File: src/ssr_params.svh
// Purpose: constants of the serial receiver status-flag block
// Assumes: 25 MHz bus clock, 16 sample ticks per bit from the baud divider
// Notes:   definitions only, included by bare name
`ifndef SSR_PARAMS_SVH
`define SSR_PARAMS_SVH

////////////////////////////////////////////////////////////////////////
// register offsets (2-bit address)
`define SSR_ADDR_STATUS_PRI  2'h0
`define SSR_ADDR_STATUS_SEC  2'h1
`define SSR_ADDR_NINTH       2'h2
`define SSR_ADDR_DATA        2'h3

// primary status bit positions
`define SSR_PRI_FULL         5
`define SSR_PRI_IDLE         4
`define SSR_PRI_OVR          3
`define SSR_PRI_NOISE        2
`define SSR_PRI_FRAME        1
`define SSR_PRI_PARITY       0

// secondary status and ninth-bit positions
`define SSR_SEC_BRK          2
`define SSR_SEC_ACTIVE       0
`define SSR_NINTH_BIT        7

////////////////////////////////////////////////////////////////////////
// sample phases within one bit time
`define SSR_PH_LAST          4'hf
`define SSR_PH_START_LO      4'h3
`define SSR_PH_MID_LO        4'h7
`define SSR_PH_MID_HI        4'h9

// majority thresholds
`define SSR_START_MAX_ONES   3'h3
`define SSR_BIT_MIN_ONES     3'h2

// character and break lengths in bit times
`define SSR_DATA_BITS_8      4'h8
`define SSR_DATA_BITS_9      4'h9
`define SSR_IDLE_BITS_8      4'ha
`define SSR_IDLE_BITS_9      4'hb
`define SSR_BRK_SHORT_8      4'ha
`define SSR_BRK_SHORT_9      4'hb
`define SSR_BRK_LONG_8       4'hd
`define SSR_BRK_LONG_9       4'he
`define SSR_IDLE_CNT_SAT     4'hf

// reset values
`define SSR_FLAGS_RST        5'h00
`define SSR_DATA_RST         8'h00

`endif

File: src/ssr_pkg.sv
// Purpose: types shared by the serial receiver status-flag block
// Assumes: nothing beyond the constants header
// Notes:   one-hot receive states, packed idle and error flags
package ssr_pkg;

  // receive sequencer states
  typedef enum logic [3:0] {
    ssr_st_idle  = 4'b0001,
    ssr_st_start = 4'b0010,
    ssr_st_data  = 4'b0100,
    ssr_st_stop  = 4'b1000
  } ssr_state_e;

  // sticky receive flags in primary status order
  typedef struct packed {
    logic idle;
    logic ovr;
    logic noise;
    logic frame;
    logic parity;
  } ssr_flags_s;

endpackage : ssr_pkg

File: src/ssr_status_flags.sv
// Purpose: serial receiver with idle, overrun, noise, framing, parity
//          and receiver-active flags behind a strobed register port
// Assumes: sample_tick_in is a one-cycle pulse at 16x the bit rate
// Notes:   flags clear by a status read that saw them, then a data read
`include "ssr_params.svh"

////////////////////////////////////////////////////////////////////////
// Contract
// - idle flag after full high character time
// - idle count starts after start bit
// - idle count option: count after stop
// - idle clears by status then data read
// - idle rearms only after new character
// - overrun sets, new character discarded
// - overrun clears by status then data read
// - seven/three samples, disagreement sets noise
// - noise clears by status then data read
// - zero stop bit sets framing error
// - framing clears by status then data read
// - wrong parity sets parity error flag
// - parity clears by status then data read
// - writes leave receiver-active flag alone
// - break length 10/11 or 13/14
// - framing detection ignores break select
// - active on start, cleared on idle
// - primary status bit positions fixed
// - full flag on transfer to data
// - nine-bit format keeps ninth bit
module ssr_status_flags (
  input  wire logic       clk_in,
  input  wire logic       rst_n_in,
  input  wire logic       rxd_in,
  input  wire logic       sample_tick_in,
  input  wire logic       nine_bit_in,
  input  wire logic       parity_check_enable_in,
  input  wire logic       parity_odd_in,
  input  wire logic       idle_count_after_stop_in,
  input  wire logic [1:0] addr_in,
  input  wire logic [7:0] wdata_in,
  input  wire logic       wr_in,
  input  wire logic       rd_in,
  output logic      [7:0] rdata_out,
  output logic            receive_full_out,
  output logic            receiver_active_out,
  output logic            long_break_select_out,
  output logic      [3:0] break_bits_out
);

  ssr_pkg::ssr_state_e state_r;
  ssr_pkg::ssr_flags_s flags_r;
  ssr_pkg::ssr_flags_s flags_nxt;
  ssr_pkg::ssr_flags_s arm_r;
  logic       rx_meta_r;
  logic       rx_sync_r;
  logic [3:0] ph_r;
  logic [2:0] ones_r;
  logic [3:0] bitcnt_r;
  logic [8:0] shift_r;
  logic       par_r;
  logic       noise_acc_r;
  logic [3:0] icnt_r;
  logic [3:0] icnt_nxt;
  logic       idle_arm_r;
  logic       full_r;
  logic       full_arm_r;
  logic       raf_r;
  logic       brk_sel_r;
  logic [3:0] brk_len_r;
  logic [7:0] data_r;
  logic       ninth_r;
  logic [7:0] rdata_r;
  logic       bit_end;
  logic       in_win;
  logic       bit_val;
  logic       bit_noise;
  logic       start_ok;
  logic       frame_done;
  logic       load;
  logic       ovr_ev;
  logic       idle_det;
  logic [3:0] idle_lim;
  logic [3:0] nbits;
  logic       rd_pri;
  logic       rd_data;

  ////////////////////////////////////////////////////////////////////////
  // two-flop synchroniser for the receive pin
  always_ff @(posedge clk_in) begin
    if (!rst_n_in) begin
      rx_meta_r <= 1'b1;
      rx_sync_r <= 1'b1;
    end else begin
      rx_meta_r <= rxd_in;
      rx_sync_r <= rx_meta_r;
    end
  end

  ////////////////////////////////////////////////////////////////////////
  // bit timing decodes
  assign bit_end  = sample_tick_in && (ph_r == `SSR_PH_LAST);
  assign in_win   = (state_r == ssr_pkg::ssr_st_start)
                  ? (ph_r >= `SSR_PH_START_LO && ph_r <= `SSR_PH_MID_HI)
                  : (ph_r >= `SSR_PH_MID_LO && ph_r <= `SSR_PH_MID_HI);
  assign nbits    = nine_bit_in ? `SSR_DATA_BITS_9 : `SSR_DATA_BITS_8;
  assign idle_lim = nine_bit_in ? `SSR_IDLE_BITS_9 : `SSR_IDLE_BITS_8;

  assign start_ok  = (ones_r <= `SSR_START_MAX_ONES);
  assign bit_val   = (ones_r >= `SSR_BIT_MIN_ONES);
  assign bit_noise = (state_r == ssr_pkg::ssr_st_start)
                   ? (ones_r != 3'h0)
                   : (ones_r == 3'h1 || ones_r == 3'h2);

  assign frame_done = bit_end && (state_r == ssr_pkg::ssr_st_stop);
  assign load   = frame_done && !full_r;
  assign ovr_ev = frame_done && full_r;

  assign rd_pri  = rd_in && (addr_in == `SSR_ADDR_STATUS_PRI);
  assign rd_data = rd_in && (addr_in == `SSR_ADDR_DATA);

  ////////////////////////////////////////////////////////////////////////
  // sample phase: free-runs, restarts on a low line while idle
  always_ff @(posedge clk_in) begin
    if (!rst_n_in) begin
      ph_r <= 4'h0;
    end else if (sample_tick_in) begin
      if (state_r == ssr_pkg::ssr_st_idle && !rx_sync_r) begin
        ph_r <= 4'h0;
      end else begin
        ph_r <= ph_r + 4'h1;
      end
    end
  end

  // count high samples in the bit window
  always_ff @(posedge clk_in) begin
    if (!rst_n_in) begin
      ones_r <= 3'h0;
    end else if (state_r == ssr_pkg::ssr_st_idle || bit_end) begin
      ones_r <= 3'h0;
    end else if (sample_tick_in && in_win) begin
      ones_r <= ones_r + {2'h0, rx_sync_r};
    end
  end

  ////////////////////////////////////////////////////////////////////////
  // receive sequencer
  always_ff @(posedge clk_in) begin
    if (!rst_n_in) begin
      state_r  <= ssr_pkg::ssr_st_idle;
      bitcnt_r <= 4'h0;
    end else begin
      unique case (state_r)
        ssr_pkg::ssr_st_idle: begin
          if (sample_tick_in && !rx_sync_r) begin
            state_r <= ssr_pkg::ssr_st_start;
          end
        end
        ssr_pkg::ssr_st_start: begin
          if (bit_end) begin
            bitcnt_r <= 4'h0;
            state_r  <= start_ok ? ssr_pkg::ssr_st_data
                                 : ssr_pkg::ssr_st_idle;
          end
        end
        ssr_pkg::ssr_st_data: begin
          if (bit_end) begin
            bitcnt_r <= bitcnt_r + 4'h1;
            if (bitcnt_r == nbits - 4'h1) begin
              state_r <= ssr_pkg::ssr_st_stop;
            end
          end
        end
        ssr_pkg::ssr_st_stop: begin
          if (bit_end) begin
            state_r <= ssr_pkg::ssr_st_idle;
          end
        end
      endcase
    end
  end

  // shifter, running parity and noise accumulation
  always_ff @(posedge clk_in) begin
    if (!rst_n_in) begin
      shift_r     <= 9'h000;
      par_r       <= 1'b0;
      noise_acc_r <= 1'b0;
    end else if (bit_end && state_r == ssr_pkg::ssr_st_start) begin
      par_r       <= 1'b0;
      noise_acc_r <= bit_noise;
    end else if (bit_end && state_r == ssr_pkg::ssr_st_data) begin
      shift_r     <= {bit_val, shift_r[8:1]};
      par_r       <= par_r ^ bit_val;
      noise_acc_r <= noise_acc_r | bit_noise;
    end
  end

  ////////////////////////////////////////////////////////////////////////
  // idle count includes data and stop bits
  // option holds the count at zero in frame
  always_comb begin
    icnt_nxt = icnt_r;
    if (state_r == ssr_pkg::ssr_st_idle) begin
      if (bit_end && rx_sync_r && icnt_r != `SSR_IDLE_CNT_SAT) begin
        icnt_nxt = icnt_r + 4'h1;
      end
    end else if (bit_end) begin
      if (state_r == ssr_pkg::ssr_st_start || idle_count_after_stop_in
          || !bit_val) begin
        icnt_nxt = 4'h0;
      end else begin
        icnt_nxt = icnt_r + 4'h1;
      end
    end
  end

  // one pulse when the count reaches a character
  assign idle_det = (icnt_nxt == idle_lim) && (icnt_r != idle_lim);

  always_ff @(posedge clk_in) begin
    if (!rst_n_in) begin
      icnt_r <= `SSR_IDLE_CNT_SAT;
    end else begin
      icnt_r <= icnt_nxt;
    end
  end

  ////////////////////////////////////////////////////////////////////////
  // active from valid start until idle line
  always_ff @(posedge clk_in) begin
    if (!rst_n_in) begin
      raf_r <= 1'b0;
    end else if (bit_end && state_r == ssr_pkg::ssr_st_start
                 && start_ok) begin
      raf_r <= 1'b1;
    end else if (idle_det) begin
      raf_r <= 1'b0;
    end
  end

  // idle flag armed by a new character
  always_ff @(posedge clk_in) begin
    if (!rst_n_in) begin
      idle_arm_r <= 1'b0;
    end else if (load) begin
      idle_arm_r <= 1'b1;
    end else if (idle_det) begin
      idle_arm_r <= 1'b0;
    end
  end

  ////////////////////////////////////////////////////////////////////////
  // status read records which set flags it saw
  always_ff @(posedge clk_in) begin
    if (!rst_n_in) begin
      arm_r      <= `SSR_FLAGS_RST;
      full_arm_r <= 1'b0;
    end else if (rd_pri) begin
      arm_r      <= flags_r;
      full_arm_r <= full_r;
    end else if (rd_data) begin
      arm_r      <= `SSR_FLAGS_RST;
      full_arm_r <= 1'b0;
    end
  end

  // flag update: a set in the clearing cycle wins
  always_comb begin
    flags_nxt = flags_r;
    if (rd_data) begin
      flags_nxt = flags_r & ~arm_r;
    end
    if (load) begin
      flags_nxt.noise  = noise_acc_r | bit_noise;
      flags_nxt.frame  = !bit_val;
      flags_nxt.parity = parity_check_enable_in
                         && (par_r != parity_odd_in);
    end
    if (ovr_ev) begin
      flags_nxt.ovr = 1'b1;
    end
    if (idle_det && idle_arm_r) begin
      flags_nxt.idle = 1'b1;
    end
  end

  always_ff @(posedge clk_in) begin
    if (!rst_n_in) begin
      flags_r <= `SSR_FLAGS_RST;
    end else begin
      flags_r <= flags_nxt;
    end
  end

  always_ff @(posedge clk_in) begin
    if (!rst_n_in) begin
      full_r  <= 1'b0;
      data_r  <= `SSR_DATA_RST;
      ninth_r <= 1'b0;
    end else if (load) begin
      full_r  <= 1'b1;
      data_r  <= nine_bit_in ? shift_r[7:0] : shift_r[8:1];
      ninth_r <= nine_bit_in & shift_r[8];
    end else if (rd_data && full_arm_r) begin
      full_r  <= 1'b0;
    end
  end

  ////////////////////////////////////////////////////////////////////////
  // only the break select is writable
  always_ff @(posedge clk_in) begin
    if (!rst_n_in) begin
      brk_sel_r <= 1'b0;
    end else if (wr_in && addr_in == `SSR_ADDR_STATUS_SEC) begin
      brk_sel_r <= wdata_in[`SSR_SEC_BRK];
    end
  end

  // break length from select and format
  always_ff @(posedge clk_in) begin
    if (!rst_n_in) begin
      brk_len_r <= `SSR_BRK_SHORT_8;
    end else if (brk_sel_r) begin
      brk_len_r <= nine_bit_in ? `SSR_BRK_LONG_9 : `SSR_BRK_LONG_8;
    end else begin
      brk_len_r <= nine_bit_in ? `SSR_BRK_SHORT_9 : `SSR_BRK_SHORT_8;
    end
  end

  // read data, valid the cycle after the strobe only
  always_ff @(posedge clk_in) begin
    if (!rst_n_in || !rd_in) begin
      rdata_r <= 8'h00;
    end else begin
      rdata_r <= 8'h00;
      unique case (addr_in)
        `SSR_ADDR_STATUS_PRI: begin
          rdata_r[`SSR_PRI_FULL]   <= full_r;
          rdata_r[`SSR_PRI_IDLE]   <= flags_r.idle;
          rdata_r[`SSR_PRI_OVR]    <= flags_r.ovr;
          rdata_r[`SSR_PRI_NOISE]  <= flags_r.noise;
          rdata_r[`SSR_PRI_FRAME]  <= flags_r.frame;
          rdata_r[`SSR_PRI_PARITY] <= flags_r.parity;
        end
        `SSR_ADDR_STATUS_SEC: begin
          rdata_r[`SSR_SEC_BRK]    <= brk_sel_r;
          rdata_r[`SSR_SEC_ACTIVE] <= raf_r;
        end
        `SSR_ADDR_NINTH: begin
          rdata_r[`SSR_NINTH_BIT]  <= ninth_r;
        end
        `SSR_ADDR_DATA: begin
          rdata_r <= data_r;
        end
      endcase
    end
  end

  assign rdata_out             = rdata_r;
  assign receive_full_out      = full_r;
  assign receiver_active_out   = raf_r;
  assign long_break_select_out = brk_sel_r;
  assign break_bits_out        = brk_len_r;
endmodule : ssr_status_flags

File: config.mk
export PLATFORM = sky130hd
export DESIGN_NAME = ssr_status_flags
export DESIGN_NICKNAME = d
export VERILOG_FILES = /design/src/ssr_pkg.sv /design/src/ssr_status_flags.sv
export VERILOG_INCLUDE_DIRS = /design/src
export SDC_FILE = /design/constraint.sdc
export NUM_CORES = 1
export LEC_CHECK = 0
export BUFFER_PORTS_ARGS = -buffer_cell sky130_fd_sc_hd__buf_2
export CAP_MARGIN = 20
export CORE_MARGIN = 1.5
export CORE_UTILIZATION = 35
export DETAILED_ROUTE_END_ITERATION = 8
export SLEW_MARGIN = 30
export SYNTH_ARGS = -nofsm -noshare
export SYNTH_HDL_FRONTEND = slang
export SYNTH_SLANG_ARGS = --single-unit
export TNS_END_PERCENT = 30
File: constraint.sdc
create_clock -name clk_in -period 3 [get_ports clk_in]
set_clock_uncertainty 0.2 [all_clocks]
set_input_delay 0.45 -clock clk_in [delete_from_list [all_inputs] [get_ports clk_in]]
set_output_delay 0.45 -clock clk_in [all_outputs]
set_load 0.01 [all_outputs]
==> out/qor_table.md, run 1 <==
| Metric | This run |
| --- | --- |
| H-tree levels | 3 |
| Gp weighted congestion | 0.774 |
| Pre-CTS setup slack | 0.595 ns |
| Number of port buffers | 26 |
| Final cycle utilization of the critical path | 80.6% |
| Most common library cell in the layout ignoring fill and taps | sky130_fd_sc_hd__dfxtp_1 |
| Number of max-slew violations in the final report | 0 |
| Critical path type | register to register |
| Global-route wire length before repair | 11400 um |
| Drt via density | 5.19 |
| Unique masters post-synth | 58 |
| CP Capture Type | register |
| Critical Path Fanout Max | 9 |
| First-pass iteration count of the detailed router | 4 |
| Post-cts gate resize count | 0 |
| Via count of the first global-routing pass | 2337 |
| Crit path time final | 2.42 ns |
| Arrival time reported for the critical path endpoint | 2.45 ns |
| Clock tree from TritonCTS | yes |
| Maximum clock frequency | 413 MHz |
| Top library cells by usage in the layout, fill and taps aside | sky130_fd_sc_hd__dfxtp_1, sky130_fd_sc_hd__nand2_1, sky130_fd_sc_hd__nor2_1 |
| Max-cap violations | 0 |
| Syn-to-layout area delta | 14.8% |
| Sinks on Clock Net | 67 |
| Buffer count from post-CTS setup fixing | 0 |
| Core ar. | 8640 um2 |
| Std cell rows | 34 |
| Effective utilization at floorplan | 35.9% |
| Buffers from clock root to sink, at most | 2 |
| Crit path buffers/inverters | 0 |
| Yosys warning total | 0 |
| Cell-by-cell listing of the critical path | or4b_1, a21oi_4, nor2_1, o211ai_1, nand3_1, o31a_1 |
| Crit path launch type | register |
| Remaining design rule violation count | 0 |
| WL/cell | 13.6 um |
| RSZ-0062 raised after global routing | no |
| Leftover overflow at the end of global routing | 0 |
| Total detailed-routing wirelength | 6750 um |
| Type of the most critical hold path | primary input to register |
| Die Wd | 97.1 um |
| Antenna viol nets, final | 0 |
| Proportion of layout cells with a drive suffix above 1 | 16.0% |
| Number of flip-flops and latches in the synthesized netlist | 67 |
| Clock insertion delay at the later pin of the skew report | 0.34 ns |
| Antenna violations before repair | 0 |
| ANT cells | 0 |
| Final-layout setup total negative slack | 0 ns |
| Final design area excluding fillers | 3560 um2 |
| Nets | 413 |
| Full die area | 9430 um2 |
| EDFF count, synth | 0 |
| Iteration-0 DRC count of the detailed router | 123 |
| Cell with the biggest individual delay on the critical path | sky130_fd_sc_hd__or4b_1 |
| Sequential cell area | 1340 um2 |
| Post-synthesis cell count | 358 |
| Synthesized area per cell | 8.66 um2 |
| Worst-Margin Slew | 0.610 ns |
| Area taken by multi-input logic gates | 1620 um2 |
| Async set-reset flop share out of synthesis | 0% |
| Pin count of the biggest net entering global routing | 24 |
| Power density of the placed cells | 541 nW/um2 |
| Static Leak | 0.00131 uW |
| Required time of the worst setup path | 3.03 ns |
| Root Driver | sky130_fd_sc_hd__clkbuf_8 |
| Main flop type after synthesis | sky130_fd_sc_hd__dfxtp_1 |
| Top area cells in the synthesized netlist | sky130_fd_sc_hd__dfxtp_1, sky130_fd_sc_hd__nand2_1, sky130_fd_sc_hd__nor2_1 |
| Final standard cell utilization of the core | 41.2% |
| Number of vias after detailed routing | 2569 |
| Placed instance area | 3320 um2 |
| Endpoints failing setup | 0 |
| Area share of the largest cell type after synthesis | 43.3% |
| Post-synthesis sequential area ratio | 43.3% |
| Cell area after technology mapping | 3100 um2 |
| Aggregate global-route resource usage | 15.0% |
| Die outline height | 97.1 um |
| Cell family contributing the most delay on the critical path | simple AND/OR/NAND/NOR gates |
| Max VDD drop | 0.000216 V |
| Post-DP HPWL | 4850 um |
| Run status | finished clean |
| Clock buffers created by TritonCTS | 9 |
| Quantity of hold-fixing buffers added after cts | 0 |
| Worst Setup Slack, final | 0.581 ns |
| Number of top-level design ports | 35 |
| Filler Cells Inserted | 861 |
| Clock edge transition at the registers on the reported setup and hold paths | 0.07 ns |
| Stage delay of the slowest cell on the critical path | 0.66 ns |
| Synthesized netlist net count | 389 |
| Count of endpoints failing hold in the final timing report | 0 |
| Library cell occupying the most area in the post-synthesis netlist | sky130_fd_sc_hd__dfxtp_1 |
| Worst relative slew slack | 58.9% |
| Total Power | 1920 uW |
==> Yosys cell counts (3+ instances only) <==
master,count
sky130_fd_sc_hd__dfxtp_1,67
sky130_fd_sc_hd__nand2_1,46
sky130_fd_sc_hd__nor2_1,43
sky130_fd_sc_hd__a21oi_1,29
sky130_fd_sc_hd__a22oi_1,15
sky130_fd_sc_hd__clkbuf_1,12
sky130_fd_sc_hd__nand3_1,12
sky130_fd_sc_hd__ha_1,11
sky130_fd_sc_hd__mux2i_1,11
sky130_fd_sc_hd__o21ai_0,10
sky130_fd_sc_hd__a211oi_1,8
sky130_fd_sc_hd__inv_1,7
sky130_fd_sc_hd__nor3_1,7
sky130_fd_sc_hd__nand2b_1,6
sky130_fd_sc_hd__buf_2,5
sky130_fd_sc_hd__or2_2,4
sky130_fd_sc_hd__xor2_1,4
sky130_fd_sc_hd__o21a_1,3
sky130_fd_sc_hd__or3_1,3
sky130_fd_sc_hd__or4b_1,3
==> per-layer routing <==
layer | vias to the layer above | global-route usage (%) | wire (um)
li1 | 1318 | - | -
met1 | 1198 | 20.3 | 3350
met2 | 40 | 23.1 | 3040
met3 | 13 | 3.02 | 182
met4 | 0 | 6.69 | 172
met5 | - | 0 | 0
==> sequential cells by signal, indices dropped and copies added (netlist names) <==
signal                 flops
arm_r                      5
bitcnt_r                   4
break_bits_out             3
data_r                     8
flags_r                    5
full_arm_r                 1
icnt_r                     4
idle_arm_r                 1
long_break_select_out      1
ninth_r                    1
noise_acc_r                1
ones_r                     3
par_r                      1
ph_r                       4
rdata_out                  8
receive_full_out           1
receiver_active_out        1
rx_meta_r                  1
rx_sync_r                  1
shift_r                    9
state_r                    4
==> power breakdown <==
part,total (uW),internal (uW),switching (uW)
Combinational,129,48.9,79.9
Clock,880,516,364
Sequential,916,899,16.7
Total,1920,1460,460
==> logic make-up (layout without fill, tap and decap cells) <==
group / Yosys count / count (layout) / share of synthesized area (%)
other: 1 / 1 / 0.121
AOI/OAI and AO/OA: 91 / 91 / 20.1
buffers and inverters: 30 / 59 / 4.56
and+or+nand+nor: 140 / 140 / 21.9
muxes: 12 / 12 / 3.92
DFF: 67 / 67 / 43.3
xor gates and xnor gates: 6 / 6 / 1.70
adders and majority gates: 11 / 11 / 4.44
==> cell type report <==
class	instances	area share, %
clock buffers	11	4.26
clock inverters	5	2.39
flip-flops and latches	67	37.7
well taps	108	3.80
inverters	8	0.844
repair buffers	35	5.56
multi-input cells	261	45.4
==> per-stage QoR <==
step           cells  hold WS [ns]
6_report         495         0.100
3_3_place_gp     479         0.205
3_5_place_dp     479         0.201
2_1_floorplan    358         0.186
5_1_grt          495        0.0910
4_1_cts          495        0.0896
==> path summary, 6_finish.rpt <==
| path | start | cells after the start | slack [ns] | endpoint |
|---|---|---|---|---|
| hold reg to reg | rx_meta_r$_SDFF_PN1_ | 1 | 0.21 | rx_sync_r$_SDFF_PN1_ |
| hold / removal | rxd_in | 2 | 0.10 | rx_meta_r$_SDFF_PN1_ |
| setup / recovery | state_r[0]$_SDFFE_PN1P_ | 6 | 0.58 | idle_arm_r$_SDFFE_PN0P_ |
| setup reg to reg | state_r[0]$_SDFFE_PN1P_ | 6 | 0.58 | idle_arm_r$_SDFFE_PN0P_ |
(Power assumes the default switching activity.)
==> run 2, diff against run 1 <==
clock period = 2.45 ns   (was 3 ns; I/O delays follow)
==> out/qor_table.md, run 2 (same netlist as run 1, synthesis figures left out) <==
| Metric | This run | Delta |
| --- | --- | --- |
| Pin count of the biggest net entering global routing | 20 | was 24 |
| Buffers from clock root to sink, at most | 2 | unchanged |
| CP Capture Type | register | unchanged |
| Clock insertion delay at the later pin of the skew report | 0.35 ns | was 0.34 ns |
| Number of top-level design ports | 35 | unchanged |
| Drt via density | 5.15 | was 5.19 |
| Number of vias after detailed routing | 2587 | was 2569 |
| ANT cells | 0 | unchanged |
| Std cell rows | 34 | unchanged |
| Final standard cell utilization of the core | 41.7% | was 41.2% |
| First-pass iteration count of the detailed router | 5 | was 4 |
| Type of the most critical hold path | primary input to register | unchanged |
| Worst relative slew slack | 57.7% | was 58.9% |
| Global-route wire length before repair | 11600 um | was 11400 um |
| Buffer count from post-CTS setup fixing | 0 | unchanged |
| Worst r2r path cells | 6 | unchanged |
| Static Leak | 0.00133 uW | was 0.00131 uW |
| Placed instance area | 3380 um2 | was 3320 um2 |
| Root Driver | sky130_fd_sc_hd__clkbuf_8 | unchanged |
| Crit path time final | 2.31 ns | was 2.42 ns |
| Top library cells by usage in the layout, fill and taps aside | sky130_fd_sc_hd__dfxtp_1, sky130_fd_sc_hd__nand2_1, sky130_fd_sc_hd__nor2_1 | unchanged |
| Clock tree from TritonCTS | yes | unchanged |
| Global-route track usage on met3 | 3.24% | was 3.02% |
| Hold Path Origin | wdata_in[2] | was rxd_in |
| Critical path destination | idle_arm_r$_SDFFE_PN0P_ | unchanged |
| Met2 usage in global routing | 23.1% | about the same |
| Iteration-0 DRC count of the detailed router | 142 | was 123 |
| Aggregate global-route resource usage | 15.1% | was 15.0% |
| Via count of the first global-routing pass | 2414 | was 2337 |
| Worst setup path start | state_r[2]$_SDFFE_PN0P_ | was state_r[0]$_SDFFE_PN1P_ |
| Busiest metal layer after global routing | met2 | unchanged |
| Max-cap violations | 0 | unchanged |
| Final cycle utilization of the critical path | 94.5% | was 80.6% |
| Cell with the biggest individual delay on the critical path | sky130_fd_sc_hd__or4b_1 | unchanged |
| Arrival time reported for the critical path endpoint | 2.36 ns | was 2.45 ns |
| Syn-to-layout area delta | 16.1% | was 14.8% |
| Number of flip-flops in the largest register | 9 | unchanged |
| Core ar. | 8640 um2 | unchanged |
| Cell-by-cell listing of the critical path | or4b_1, a21oi_4, nor2_1, o211ai_1, nand3_1, o31a_1 | unchanged |
| Crit path buffers/inverters | 0 | unchanged |
| Clock buffers created by TritonCTS | 9 | unchanged |
| Nets | 420 | was 413 |
| Proportion of layout cells with a drive suffix above 1 | 17.5% | was 16.0% |
| Required time of the worst setup path | 2.49 ns | was 3.03 ns |
| Max VDD drop | 0.000194 V | was 0.000216 V |
| WL/cell | 13.4 um | was 13.6 um |
| Final design area excluding fillers | 3600 um2 | was 3560 um2 |
| Number of cells on the critical path | 6 | unchanged |
| Final-layout setup total negative slack | 0 ns | unchanged |
| Leftover overflow at the end of global routing | 0 | unchanged |
| Total detailed-routing wirelength | 6720 um | was 6750 um |
| Reg2Reg Capture Point | idle_arm_r$_SDFFE_PN0P_ | unchanged |
| Largest Register | shift_r | unchanged |
| Origin of the critical flop-to-flop path | state_r[2]$_SDFFE_PN0P_ | was state_r[0]$_SDFFE_PN1P_ |
| Cell family contributing the most delay on the critical path | simple AND/OR/NAND/NOR gates | unchanged |
| Remaining design rule violation count | 0 | unchanged |
| Number of max-slew violations in the final report | 0 | unchanged |
| Number of port buffers | 26 | unchanged |
| Register-to-register setup slack | 0.14 ns | was 0.58 ns |
| Critical path type | register to register | unchanged |
| Power density of the placed cells | 628 nW/um2 | was 541 nW/um2 |
| Met1 capacity usage during global routing | 20.8% | was 20.3% |
| Worst-Margin Slew | 0.627 ns | was 0.610 ns |
| Post-DP HPWL | 4910 um | was 4850 um |
| Critical Path Fanout Max | 8 | was 9 |
| Antenna violations before repair | 0 | unchanged |
| Endpoints failing setup | 0 | unchanged |
| RSZ-0062 raised after global routing | no | unchanged |
| Crit path launch type | register | unchanged |
| Stage delay of the slowest cell on the critical path | 0.72 ns | was 0.66 ns |
| Maximum clock frequency | 432 MHz | was 413 MHz |
| Effective utilization at floorplan | 35.9% | unchanged |
| Antenna viol nets, final | 0 | unchanged |
| Full die area | 9430 um2 | unchanged |
| Die outline height | 97.1 um | unchanged |
| Die Wd | 97.1 um | unchanged |
| Clock edge transition at the registers on the reported setup and hold paths | 0.08 ns | was 0.07 ns |
| Sinks on Clock Net | 67 | unchanged |
| Count of endpoints failing hold in the final timing report | 0 | unchanged |
| H-tree levels | 3 | unchanged |
| Run status | finished clean | unchanged |
| Gp weighted congestion | 0.765 | was 0.774 |
| Most common library cell in the layout ignoring fill and taps | sky130_fd_sc_hd__dfxtp_1 | unchanged |
==> run 2: what timing repair did <==
item | in CTS | in global routing
gates resized for setup | 0 | 1
hold buffers | 1 | 0
endpoints found under the hold margin | 1 | 0
endpoints found under the setup margin | 0 | 1
==> run 2: cell type report <==
type | count | area (um2)
clock inverter | 7 | 83.8
inverter | 8 | 30.0
sequential | 67 | 1340
timing repair buffer | 42 | 265
multi-input combinational | 261 | 1620
tap | 108 | 135
fill | 871 | 5040
clock buffer | 9 | 124
==> run 2: routing by layer <==
layer  routed length, um  part of all wire, %
met3                 272                  4.0
met1                3360                   50
met5                   0                    0
met4                 111                  1.7
met2                2980                   44
==> run 2: per-stage QoR <==
| stage | hold slack (ns) | std cells | total power, uW | worst slack (ns) |
|---|---|---|---|---|
| after global placement | 0.202 | 485 | 1310 | 0.185 |
| after global routing | 0.0854 | 502 | 2360 | 0.0279 |
| after detailed placement | 0.194 | 485 | 1320 | 0.156 |
| final | 0.0828 | 502 | 2260 | 0.136 |
| after floorplan | 0.186 | 358 | 1270 | 0.307 |
| after CTS | 0.0694 | 502 | 2280 | 0.133 |
==> run 2: worst min-delay path: stages <==
cell and delay, ns:
sky130_fd_sc_hd__buf_2 0.10, sky130_fd_sc_hd__nand3_1 0.05, sky130_fd_sc_hd__a21oi_1 0.06
==> run 2: worst min-delay path by stage <==
stage                     cells after the start                                 end
after global routing                          3             flags_r[0]$_SDFFE_PN0P_
after global placement                        1                rx_sync_r$_SDFF_PN1_
after CTS                                     3  long_break_select_out$_SDFFE_PN0P_
after detailed placement                      1                rx_sync_r$_SDFF_PN1_
after floorplan                               1                rx_sync_r$_SDFF_PN1_
final                                         3  long_break_select_out$_SDFFE_PN0P_
==> run 2: where the power goes <==
| group | internal (uW) | switching, uW |
|---|---|---|
| clock | 487 | 477 |
| combinational | 71.8 | 102 |
| sequential | 1100 | 18.0 |
| total | 1660 | 597 |
